## src/include/seq_pkg.sv

```systemverilog
package seq_pkg;
    localparam int CLK_NS = 40;
    localparam int OSC_START_NS = 5000;
    // Longest time: rounds down
    localparam int OSC_START_CYC = OSC_START_NS / CLK_NS;

    localparam logic [7:0] A_ONE = 8'h00;
    localparam logic [7:0] A_TWO = 8'h04;
    localparam logic [7:0] A_CFG = 8'h08;
    localparam logic [7:0] A_CVH = 8'h0c;
    localparam logic [7:0] A_CVL = 8'h10;
    localparam logic [7:0] A_RH = 8'h14;
    localparam logic [7:0] A_RL = 8'h18;

    typedef enum logic [2:0] {
        R_ONE, R_TWO, R_CFG, R_CVH, R_CVL, R_RH, R_RL, R_NONE
    } reg_sel_t;

    localparam int B_DONE = 7;
    localparam int B_IRQ = 6;
    localparam int B_CONT = 5;
    localparam int B_ACT = 7;
    localparam int B_TRIG = 6;
    localparam int B_CMPEN = 5;
    localparam int B_CMPGT = 4;
    localparam int B_LSMP = 4;
    localparam int F_DIV = 5;
    localparam int F_MODE = 2;
    localparam int F_ICLK = 0;

    localparam logic [4:0] CHAN_OFF = 5'h1f;
    localparam logic [7:0] CFG_RST = 8'h00;
    localparam logic [1:0] MODE_10 = 2'h2;
    localparam logic [1:0] CK_BUS = 2'h0;
    localparam logic [1:0] CK_HALF = 2'h1;
    localparam logic [1:0] CK_ALT = 2'h2;
    localparam logic [1:0] CK_OSC = 2'h3;
    localparam logic [7:0] SMP_SHORT = 8'h08;
    localparam logic [7:0] SMP_LONG = 8'h1c;
    localparam logic [3:0] BITS_8 = 4'h8;
    localparam logic [3:0] BITS_10 = 4'ha;
    localparam logic [3:0] LOW_SHIFT = 4'h2;
    localparam logic [9:0] SAR_MSB = 10'h200;
    localparam logic [1:0] OKAY = 2'h0;
    localparam logic [1:0] SLVERR = 2'h2;

    typedef enum logic [1:0] {
        S_IDLE, S_START, S_SAMPLE, S_CONV
    } conv_state_t;
endpackage : seq_pkg

```

## src/rtl/adc_conversion_sequencer.sv

```systemverilog
// The implementer's own choices: register access over AXI4-Lite and the register addresses.
`timescale 1ns/1ps
`default_nettype none
module adc_conversion_sequencer #(
    parameter int ADDR_W = 8
) (
    input wire logic aclk,
    input wire logic aresetn,
    input wire logic ce,
    input wire logic [ADDR_W-1:0] awaddr,
    input wire logic awvalid,
    output logic awready,
    input wire logic [31:0] wdata,
    input wire logic [3:0] wstrb,
    input wire logic wvalid,
    output logic wready,
    output logic [1:0] bresp,
    output logic bvalid,
    input wire logic bready,
    input wire logic [ADDR_W-1:0] araddr,
    input wire logic arvalid,
    output logic arready,
    output logic [31:0] rdata,
    output logic [1:0] rresp,
    output logic rvalid,
    input wire logic rready,
    input wire logic hw_trigger_input,
    input wire logic alternate_clock,
    input wire logic async_conv_clock,
    input wire logic stop_mode,
    input wire logic comparator_high,
    output logic sample_enable,
    output logic [9:0] dac_code,
    output logic async_osc_enable,
    output logic converter_active,
    output logic done_irq
);
    typedef struct packed {
        logic aw_hold;
        logic [ADDR_W-1:0] aw_addr;
        logic w_hold;
        logic [7:0] w_data;
        logic w_lane0;
        logic bvalid;
        logic [1:0] bresp;
        logic rvalid;
        logic [7:0] rdata;
        logic [1:0] rresp;
        logic irq_en;
        logic cont;
        logic [4:0] chan;
        logic trig_sel;
        logic cmp_en;
        logic cmp_gt;
        logic [7:0] cfg;
        logic [1:0] cv_hi;
        logic [7:0] cv_lo;
        logic [1:0] res_hi;
        logic [7:0] res_lo;
        logic done;
        logic hi_pend;
        logic [2:0] trig_s;
        logic [2:0] alt_s;
        logic [2:0] osc_s;
        logic bus_half;
        logic [2:0] div_cnt;
        seq_pkg::conv_state_t fsm;
        logic [7:0] cnt;
        logic [3:0] bit_idx;
        logic [9:0] sar;
    } state_t;

    state_t q, d;

    function automatic seq_pkg::reg_sel_t decode(
        input logic [ADDR_W-1:0] a
    );
        case (a)
            ADDR_W'(seq_pkg::A_ONE): decode = seq_pkg::R_ONE;
            ADDR_W'(seq_pkg::A_TWO): decode = seq_pkg::R_TWO;
            ADDR_W'(seq_pkg::A_CFG): decode = seq_pkg::R_CFG;
            ADDR_W'(seq_pkg::A_CVH): decode = seq_pkg::R_CVH;
            ADDR_W'(seq_pkg::A_CVL): decode = seq_pkg::R_CVL;
            ADDR_W'(seq_pkg::A_RH): decode = seq_pkg::R_RH;
            ADDR_W'(seq_pkg::A_RL): decode = seq_pkg::R_RL;
            default: decode = seq_pkg::R_NONE;
        endcase
    endfunction : decode

    seq_pkg::reg_sel_t wr_sel, rd_sel;
    logic wr_en, wr_one, sw_start, hw_start, cfg_abort;
    logic stop_abort, trig_rise, converter_clock, src_tick, mode10;
    logic finish, blocked, cond, xfer, launch;
    logic [1:0] icl;
    logic [2:0] div_lim;
    logic [3:0] pos, nbits;
    logic [7:0] smp;
    logic [9:0] sar_nx, res, cv, store;
    logic [10:0] diff;

    assign awready = ce && !q.aw_hold && !q.bvalid;
    assign wready = ce && !q.w_hold && !q.bvalid;
    assign arready = ce && !q.rvalid;

    always_comb begin
        d = q;
        icl = q.cfg[seq_pkg::F_ICLK +: 2];
        mode10 = q.cfg[seq_pkg::F_MODE +: 2] == seq_pkg::MODE_10;
        nbits = mode10 ? seq_pkg::BITS_10 : seq_pkg::BITS_8;
        smp = q.cfg[seq_pkg::B_LSMP] ? seq_pkg::SMP_LONG
                                     : seq_pkg::SMP_SHORT;
        // AXI write: address and data latched in either order
        if (awvalid && awready) begin
            d.aw_hold = 1'b1;
            d.aw_addr = awaddr;
        end
        if (wvalid && wready) begin
            d.w_hold = 1'b1;
            d.w_data = wdata[7:0];
            d.w_lane0 = wstrb[0];
        end
        if (q.bvalid && bready) begin
            d.bvalid = 1'b0;
        end
        wr_sel = decode(q.aw_addr);
        wr_en = q.aw_hold && q.w_hold && q.w_lane0;
        if (q.aw_hold && q.w_hold) begin
            d.aw_hold = 1'b0;
            d.w_hold = 1'b0;
            d.bvalid = 1'b1;
            d.bresp = (wr_sel == seq_pkg::R_NONE) ? seq_pkg::SLVERR
                                                  : seq_pkg::OKAY;
        end
        wr_one = wr_en && wr_sel == seq_pkg::R_ONE;
        cfg_abort = wr_en && (wr_sel == seq_pkg::R_TWO ||
            wr_sel == seq_pkg::R_CFG || wr_sel == seq_pkg::R_CVH ||
            wr_sel == seq_pkg::R_CVL);
        sw_start = wr_one && !q.trig_sel &&
            q.w_data[4:0] != seq_pkg::CHAN_OFF;
        if (wr_en) begin
            case (wr_sel)
                seq_pkg::R_ONE: begin
                    d.irq_en = q.w_data[seq_pkg::B_IRQ];
                    d.cont = q.w_data[seq_pkg::B_CONT];
                    d.chan = q.w_data[4:0];
                    d.done = 1'b0;
                end
                seq_pkg::R_TWO: begin
                    d.trig_sel = q.w_data[seq_pkg::B_TRIG];
                    d.cmp_en = q.w_data[seq_pkg::B_CMPEN];
                    d.cmp_gt = q.w_data[seq_pkg::B_CMPGT];
                end
                seq_pkg::R_CFG: d.cfg = q.w_data;
                seq_pkg::R_CVH: d.cv_hi = q.w_data[1:0];
                seq_pkg::R_CVL: d.cv_lo = q.w_data;
                default: ;
            endcase
        end
        // AXI read with its side effects on the result pair
        if (q.rvalid && rready) begin
            d.rvalid = 1'b0;
        end
        rd_sel = decode(araddr);
        if (arvalid && arready) begin
            d.rvalid = 1'b1;
            d.rresp = seq_pkg::OKAY;
            case (rd_sel)
                seq_pkg::R_ONE: d.rdata = {q.done, q.irq_en,
                                           q.cont, q.chan};
                seq_pkg::R_TWO: d.rdata = {q.fsm != seq_pkg::S_IDLE,
                    q.trig_sel, q.cmp_en, q.cmp_gt, 4'h0};
                seq_pkg::R_CFG: d.rdata = q.cfg;
                seq_pkg::R_CVH: d.rdata = {6'h00, q.cv_hi};
                seq_pkg::R_CVL: d.rdata = q.cv_lo;
                seq_pkg::R_RH: begin
                    d.rdata = {6'h00, q.res_hi};
                    d.hi_pend = mode10;
                end
                seq_pkg::R_RL: begin
                    d.rdata = q.res_lo;
                    d.hi_pend = 1'b0;
                    d.done = 1'b0;
                end
                default: begin
                    d.rdata = 8'h00;
                    d.rresp = seq_pkg::SLVERR;
                end
            endcase
        end
        // Two-flop synchronisers, third stage for edge detection
        d.trig_s = {q.trig_s[1:0], hw_trigger_input};
        d.alt_s = {q.alt_s[1:0], alternate_clock};
        d.osc_s = {q.osc_s[1:0], async_conv_clock};
        trig_rise = q.trig_s[1] && !q.trig_s[2];
        // Converter clock: selected source, then divider
        d.bus_half = !q.bus_half;
        case (icl)
            seq_pkg::CK_BUS: src_tick = 1'b1;
            seq_pkg::CK_HALF: src_tick = q.bus_half;
            seq_pkg::CK_ALT: src_tick = q.alt_s[1] && !q.alt_s[2];
            default: src_tick = q.osc_s[1] && !q.osc_s[2];
        endcase
        case (q.cfg[seq_pkg::F_DIV +: 2])
            2'h0: div_lim = 3'h0;
            2'h1: div_lim = 3'h1;
            2'h2: div_lim = 3'h3;
            default: div_lim = 3'h7;
        endcase
        converter_clock = 1'b0;
        if (src_tick && (q.fsm == seq_pkg::S_SAMPLE ||
                         q.fsm == seq_pkg::S_CONV)) begin
            if (q.div_cnt == div_lim) begin
                converter_clock = 1'b1;
                d.div_cnt = 3'h0;
            end else begin
                d.div_cnt = q.div_cnt + 3'h1;
            end
        end
        // Approximation step and result arithmetic
        pos = mode10 ? q.bit_idx : q.bit_idx + seq_pkg::LOW_SHIFT;
        sar_nx = q.sar;
        if (!comparator_high) begin
            sar_nx[pos] = 1'b0;
        end
        if (q.bit_idx != 4'h0) begin
            sar_nx[pos - 4'h1] = 1'b1;
        end
        res = mode10 ? sar_nx : {2'h0, sar_nx[9:2]};
        cv = mode10 ? {q.cv_hi, q.cv_lo} : {2'h0, q.cv_lo};
        diff = {1'b0, res} + {1'b0, ~cv} + 11'h001;
        cond = q.cmp_gt ? (res >= cv) : (res < cv);
        store = q.cmp_en ? diff[9:0] : res;
        blocked = mode10 && q.hi_pend;
        finish = 1'b0;
        xfer = 1'b0;
        case (q.fsm)
            seq_pkg::S_IDLE: ;
            seq_pkg::S_START: begin
                // Oscillator settling allowance before sampling
                if (q.cnt == 8'(seq_pkg::OSC_START_CYC - 1)) begin
                    d.fsm = seq_pkg::S_SAMPLE;
                    d.cnt = 8'h00;
                end else begin
                    d.cnt = q.cnt + 8'h01;
                end
            end
            seq_pkg::S_SAMPLE: begin
                if (converter_clock) begin
                    if (q.cnt == smp - 8'h01) begin
                        d.fsm = seq_pkg::S_CONV;
                        d.cnt = 8'h00;
                        d.bit_idx = nbits - 4'h1;
                        d.sar = seq_pkg::SAR_MSB;
                    end else begin
                        d.cnt = q.cnt + 8'h01;
                    end
                end
            end
            seq_pkg::S_CONV: begin
                if (converter_clock) begin
                    d.sar = sar_nx;
                    d.bit_idx = q.bit_idx - 4'h1;
                    finish = q.bit_idx == 4'h0;
                end
            end
            default: d.fsm = seq_pkg::S_IDLE;
        endcase
        if (finish) begin
            d.fsm = q.cont ? seq_pkg::S_SAMPLE
                           : seq_pkg::S_IDLE;
            d.cnt = 8'h00;
            d.div_cnt = 3'h0;
            if (blocked) begin
                // Result discarded; retry unless single false compare
                if (!q.cont && q.cmp_en && !cond) begin
                    d.fsm = seq_pkg::S_IDLE;
                end else begin
                    d.fsm = seq_pkg::S_SAMPLE;
                end
            end else if (!q.cmp_en || cond) begin
                xfer = 1'b1;
                d.res_hi = mode10 ? store[9:8] : 2'h0;
                d.res_lo = store[7:0];
                // Set after the clears above, so a set wins
                d.done = 1'b1;
            end
        end
        // Only idle edges count; continuous runs never see idle
        hw_start = trig_rise && q.trig_sel &&
            q.fsm == seq_pkg::S_IDLE &&
            q.chan != seq_pkg::CHAN_OFF;
        stop_abort = stop_mode && icl != seq_pkg::CK_OSC;
        launch = sw_start || hw_start;
        if (launch) begin
            d.fsm = (q.fsm == seq_pkg::S_IDLE &&
                icl == seq_pkg::CK_OSC) ? seq_pkg::S_START
                                        : seq_pkg::S_SAMPLE;
            d.cnt = 8'h00;
            d.div_cnt = 3'h0;
        end else if (wr_one || cfg_abort) begin
            d.fsm = seq_pkg::S_IDLE;
        end
        if (stop_abort) begin
            d.fsm = seq_pkg::S_IDLE;
        end
    end

    always_ff @(posedge aclk) begin
        if (!aresetn) begin
            q <= '0;
            q.chan <= seq_pkg::CHAN_OFF;
            q.cfg <= seq_pkg::CFG_RST;
        end else if (ce) begin
            q <= d;
        end
    end

    assign bvalid = q.bvalid;
    assign bresp = q.bresp;
    assign rvalid = q.rvalid;
    assign rdata = {24'h000000, q.rdata};
    assign rresp = q.rresp;
    assign sample_enable = q.fsm == seq_pkg::S_SAMPLE;
    assign dac_code = q.sar;
    assign converter_active = q.fsm != seq_pkg::S_IDLE;
    // Oscillator only runs while it is needed
    assign async_osc_enable = converter_active &&
        q.cfg[seq_pkg::F_ICLK +: 2] == seq_pkg::CK_OSC;
    assign done_irq = q.done && q.irq_en;
endmodule : adc_conversion_sequencer
`default_nettype wire

```

## config.mk

```make
export PLATFORM = sky130hd
export DESIGN_NAME = adc_conversion_sequencer
export DESIGN_NICKNAME = d
export VERILOG_FILES = /design/src/include/seq_pkg.sv /design/src/rtl/adc_conversion_sequencer.sv
export SDC_FILE = /design/constraint.sdc
export NUM_CORES = 1
export LEC_CHECK = 0
export ABC_AREA = 1
export BUFFER_PORTS_ARGS = -buffer_cell sky130_fd_sc_hd__buf_2
export CAP_MARGIN = 40
export CORE_UTILIZATION = 50
export CTS_CLUSTER_SIZE = 14
export DETAILED_ROUTE_END_ITERATION = 8
export GPL_TIMING_DRIVEN = 0
export MAX_ROUTING_LAYER = met4
export PLACE_DENSITY = 0.73
export SYNTH_ARGS = -nofsm -noshare
export SYNTH_HDL_FRONTEND = slang
export SYNTH_SLANG_ARGS = --single-unit
```

## constraint.sdc

```tcl
create_clock -name aclk -period 3.75 [get_ports aclk]
set_input_delay 0.375 -clock aclk [delete_from_list [all_inputs] [get_ports aclk]]
set_output_delay 0.375 -clock aclk [all_outputs]
set_load 0.05 [all_outputs]
```

==> impl_metrics.tcl <==
set metrics [dict create \
    ys_types 49 \
    gp_congestion 0.985 \
    grt.total_usage_pct 28.0 \
    max_freq_mhz 293 \
    placed_area_um2 7260 \
    p_per_area_nw_per_um2 332 \
    slowest_delay_ns 0.38 \
    cts_root_buf "clkbuf_16" \
    num_vias 6557 \
    fin_util_pct 59.4 \
    min_period_over_period_pct 91.1 \
    vias_per_cell 5.15 \
    drc 0 \
    cp.required_ns 4.02 \
    clkSinkCount 108 \
    h-tree-depth 3 \
    cp_max_fo 10 \
    cp-end-kind "flop" \
    hold_viol 0 \
    synth_flop_cell "dfxtp_1" \
    antenna_cells 0 \
    cpMaxStageDelayCell "dfxtp_1" \
    outcome "completed" \
    grt_pass1_vias 5609 \
    maxCapViolCount 0 \
    core-area_um2 12800 \
    cts_hold_buffers 0 \
    antenna_found_initial 0 \
    fp-row-count 41 \
    first_pass_iters 5 \
    port_buffers 66 \
    finClkSkew_ns 0.0105 \
    cts_tree "done" \
    worst_ir_drop_vdd_mv 0.261 \
    cts_setup_buffers 0 \
    tightest_slew_ns 0.772 \
    clk_latency_ns 0.37 \
    fillCellCount 1289 \
    syn_to_final_growth_pct 14.5 \
    yosys_warnings 0 \
    clk_path_buf_depth 2 \
    async_flop_share_pct 0 \
    min_period_ns 3.42 \
    hpwl_um 13800 \
    clk_pin_slew_worst_paths_ns 0.08 \
    synth_seq_cells 108 \
    start_util_pct 51.8 \
    syn_area_um2 6620 \
    wl_per_cell_um 14.1 \
    setup-tns-final_ns 0 \
    grt_max_degree 21 \
    final-setup-viol-count 0 \
    drive_above_1_share_pct 17.7 \
    ios 120 \
    wirelength_um 18000 \
    worstHoldStart "async_conv_clock" \
    worstHoldEndpoint "d[29]$_SDFFE_PN0P_" \
    final_common_cell "nand2_1" \
    synth_edf_count 0 \
    max_slew_margin_pct 48.5 \
    final_cell_area_um2 7580 \
    fin_cells 1274 \
    drtIter0Drc 434 \
    finalNetCount 1178 \
    grt_pass1_wl_um 28200 \
    die_area_um2 13700 \
    critPathArrivalTime_ns 3.68 \
    critPathMostFrequentCell "nand2_2" \
    hp-class "in2reg" \
    p_leak_nw 3.65 \
    finalPower_w 0.00252 \
    antenna_left 0 \
    slew_viol_final 0 \
    layout_common_cells "nand2_1 (226), dfxtp_1 (108), nor2_1 (102)" \
    whs_path_depth 3 \
    cp-start-kind "flop" \
    cts_resized 0 \
    path_class "reg2reg" \
    dieWidth_um 117 \
    rsz0062_at_grt "no" \
    rr_worst_depth 25 \
    rr_startpoint "q[61]$_SDFFE_PN0P_" \
    numCtsBuffers 9 \
    yosysSeqAreaShare_pct 32.7 \
    r2r-end "q[41]$_SDFFE_PN0P_" \
    avgSynthCellArea_um2 6.65 \
    die_y_um 117 \
    synthCells 995 \
    dp_cells 1258 \
    r2r_slack_ns 0.33 \
    grt_overflow 0 \
]
## registers in the layout (all words and copies together), names as in the netlist
signal and flops:
bresp 1, bvalid 1, d 6, dac_code 10
icl 2, q 78, rdata 8, rresp 1
rvalid 1
## where the power goes
group | internal, W | switching, W | leakage, nW
clock network | 0.000488 | 0.000487 | 0.149
registers | 0.00118 | 0.0000290 | 0.877
logic | 0.0000992 | 0.000236 | 2.63
total | 0.00176 | 0.000753 | 3.65
## cell families (layout without fill, tap and decap cells)
kind of cell	after synthesis	after routing	synth area share [%]
compound gates	208	208	17.5
xor+xnor	12	12	1.87
fa+ha+maj	16	16	3.14
buf+inv	188	270	13.7
flops	108	108	32.7
other cells	1	26	0.0566
simple gates	462	462	31.1
## cell type report
class,count,area [µm²],area share [%]
multi-input cells,724,3660,48.3
clock inverters,6,62.6,0.825
repair buffers,66,330,4.36
clock buffers,10,239,3.15
flip-flops and latches,108,2160,28.5
well taps,172,215,2.84
inverters,112,423,5.58
plain buffers,76,488,6.44
## worst max path at each step
stage,startpoint,to,slack (ns),cells past startpoint
floorplan,q[11]$_SDFFE_PN0P_,q[41]$_SDFFE_PN0P_,0.83,22
detailed placement,q[62]$_SDFFE_PN0P_,q[45]$_SDFFE_PN0P_,0.23,23
finish,q[61]$_SDFFE_PN0P_,q[41]$_SDFFE_PN0P_,0.33,25
global route,q[61]$_SDFFE_PN0P_,q[48]$_SDFFE_PN0P_,0.03,27
global placement,q[62]$_SDFFE_PN0P_,q[45]$_SDFFE_PN0P_,0.28,23
CTS,q[62]$_SDFFE_PN0P_,q[45]$_SDFFE_PN0P_,0.23,23
## critical path, delay by kind of cell, from the launching register on
kind | cells | cell delay, ns
AOI/OAI and AO/OA | 1 | 0.20
DFF | 1 | 0.38
adders and majority gates | 1 | 0.36
buffers and inverters | 6 | 0.59
and+or+nand+nor | 17 | 1.78
## Yosys cell counts (2+ instances only)
master / count / area (µm²)
a21o_1: 2 / 15.0
a21oi_1: 82 / 410
a31oi_1: 6 / 37.5
and2_1: 4 / 25.0
and3_1: 2 / 12.5
buf_1: 3 / 11.3
buf_2: 8 / 40.0
buf_4: 46 / 345
buf_6: 2 / 22.5
clkbuf_1: 17 / 63.8
dfxtp_1: 108 / 2160
ha_1: 15 / 188
inv_1: 100 / 375
inv_2: 11 / 41.3
nand2_1: 228 / 856
nand2_2: 11 / 68.8
nand3_1: 64 / 320
nand3b_1: 2 / 15.0
nand4_1: 10 / 62.6
nor2_1: 103 / 387
nor2_2: 8 / 50.1
nor2_4: 5 / 56.3
nor2_8: 3 / 60.1
nor3_1: 11 / 55.1
nor4_1: 2 / 12.5
o2111ai_1: 5 / 43.8
o211ai_1: 5 / 37.5
o21a_1: 3 / 22.5
o21ai_0: 77 / 385
o21ai_1: 10 / 50.1
o21ai_2: 3 / 26.3
o21bai_1: 3 / 22.5
o22ai_1: 4 / 25.0
o31ai_1: 4 / 30.0
or2_2: 5 / 31.3
xnor2_1: 4 / 35.0
xor2_1: 7 / 61.3
## per-layer routing
metal / part of all wire [%] / track usage, %
met3: 5.7 / 3.86
met4: 2.4 / 9.11
met1: 46 / 36.7
met2: 46 / 44.5
met5: 0 / -
## stage by stage
stage                     worst slack, ns  hold WS, ns
after floorplan                     0.834        0.445
after global placement              0.283        0.457
after detailed placement            0.225        0.464
after CTS                           0.228        0.227
after global routing               0.0321        0.226
final                               0.334        0.222
No activity file was read; power rests on OpenSTA's default activity.
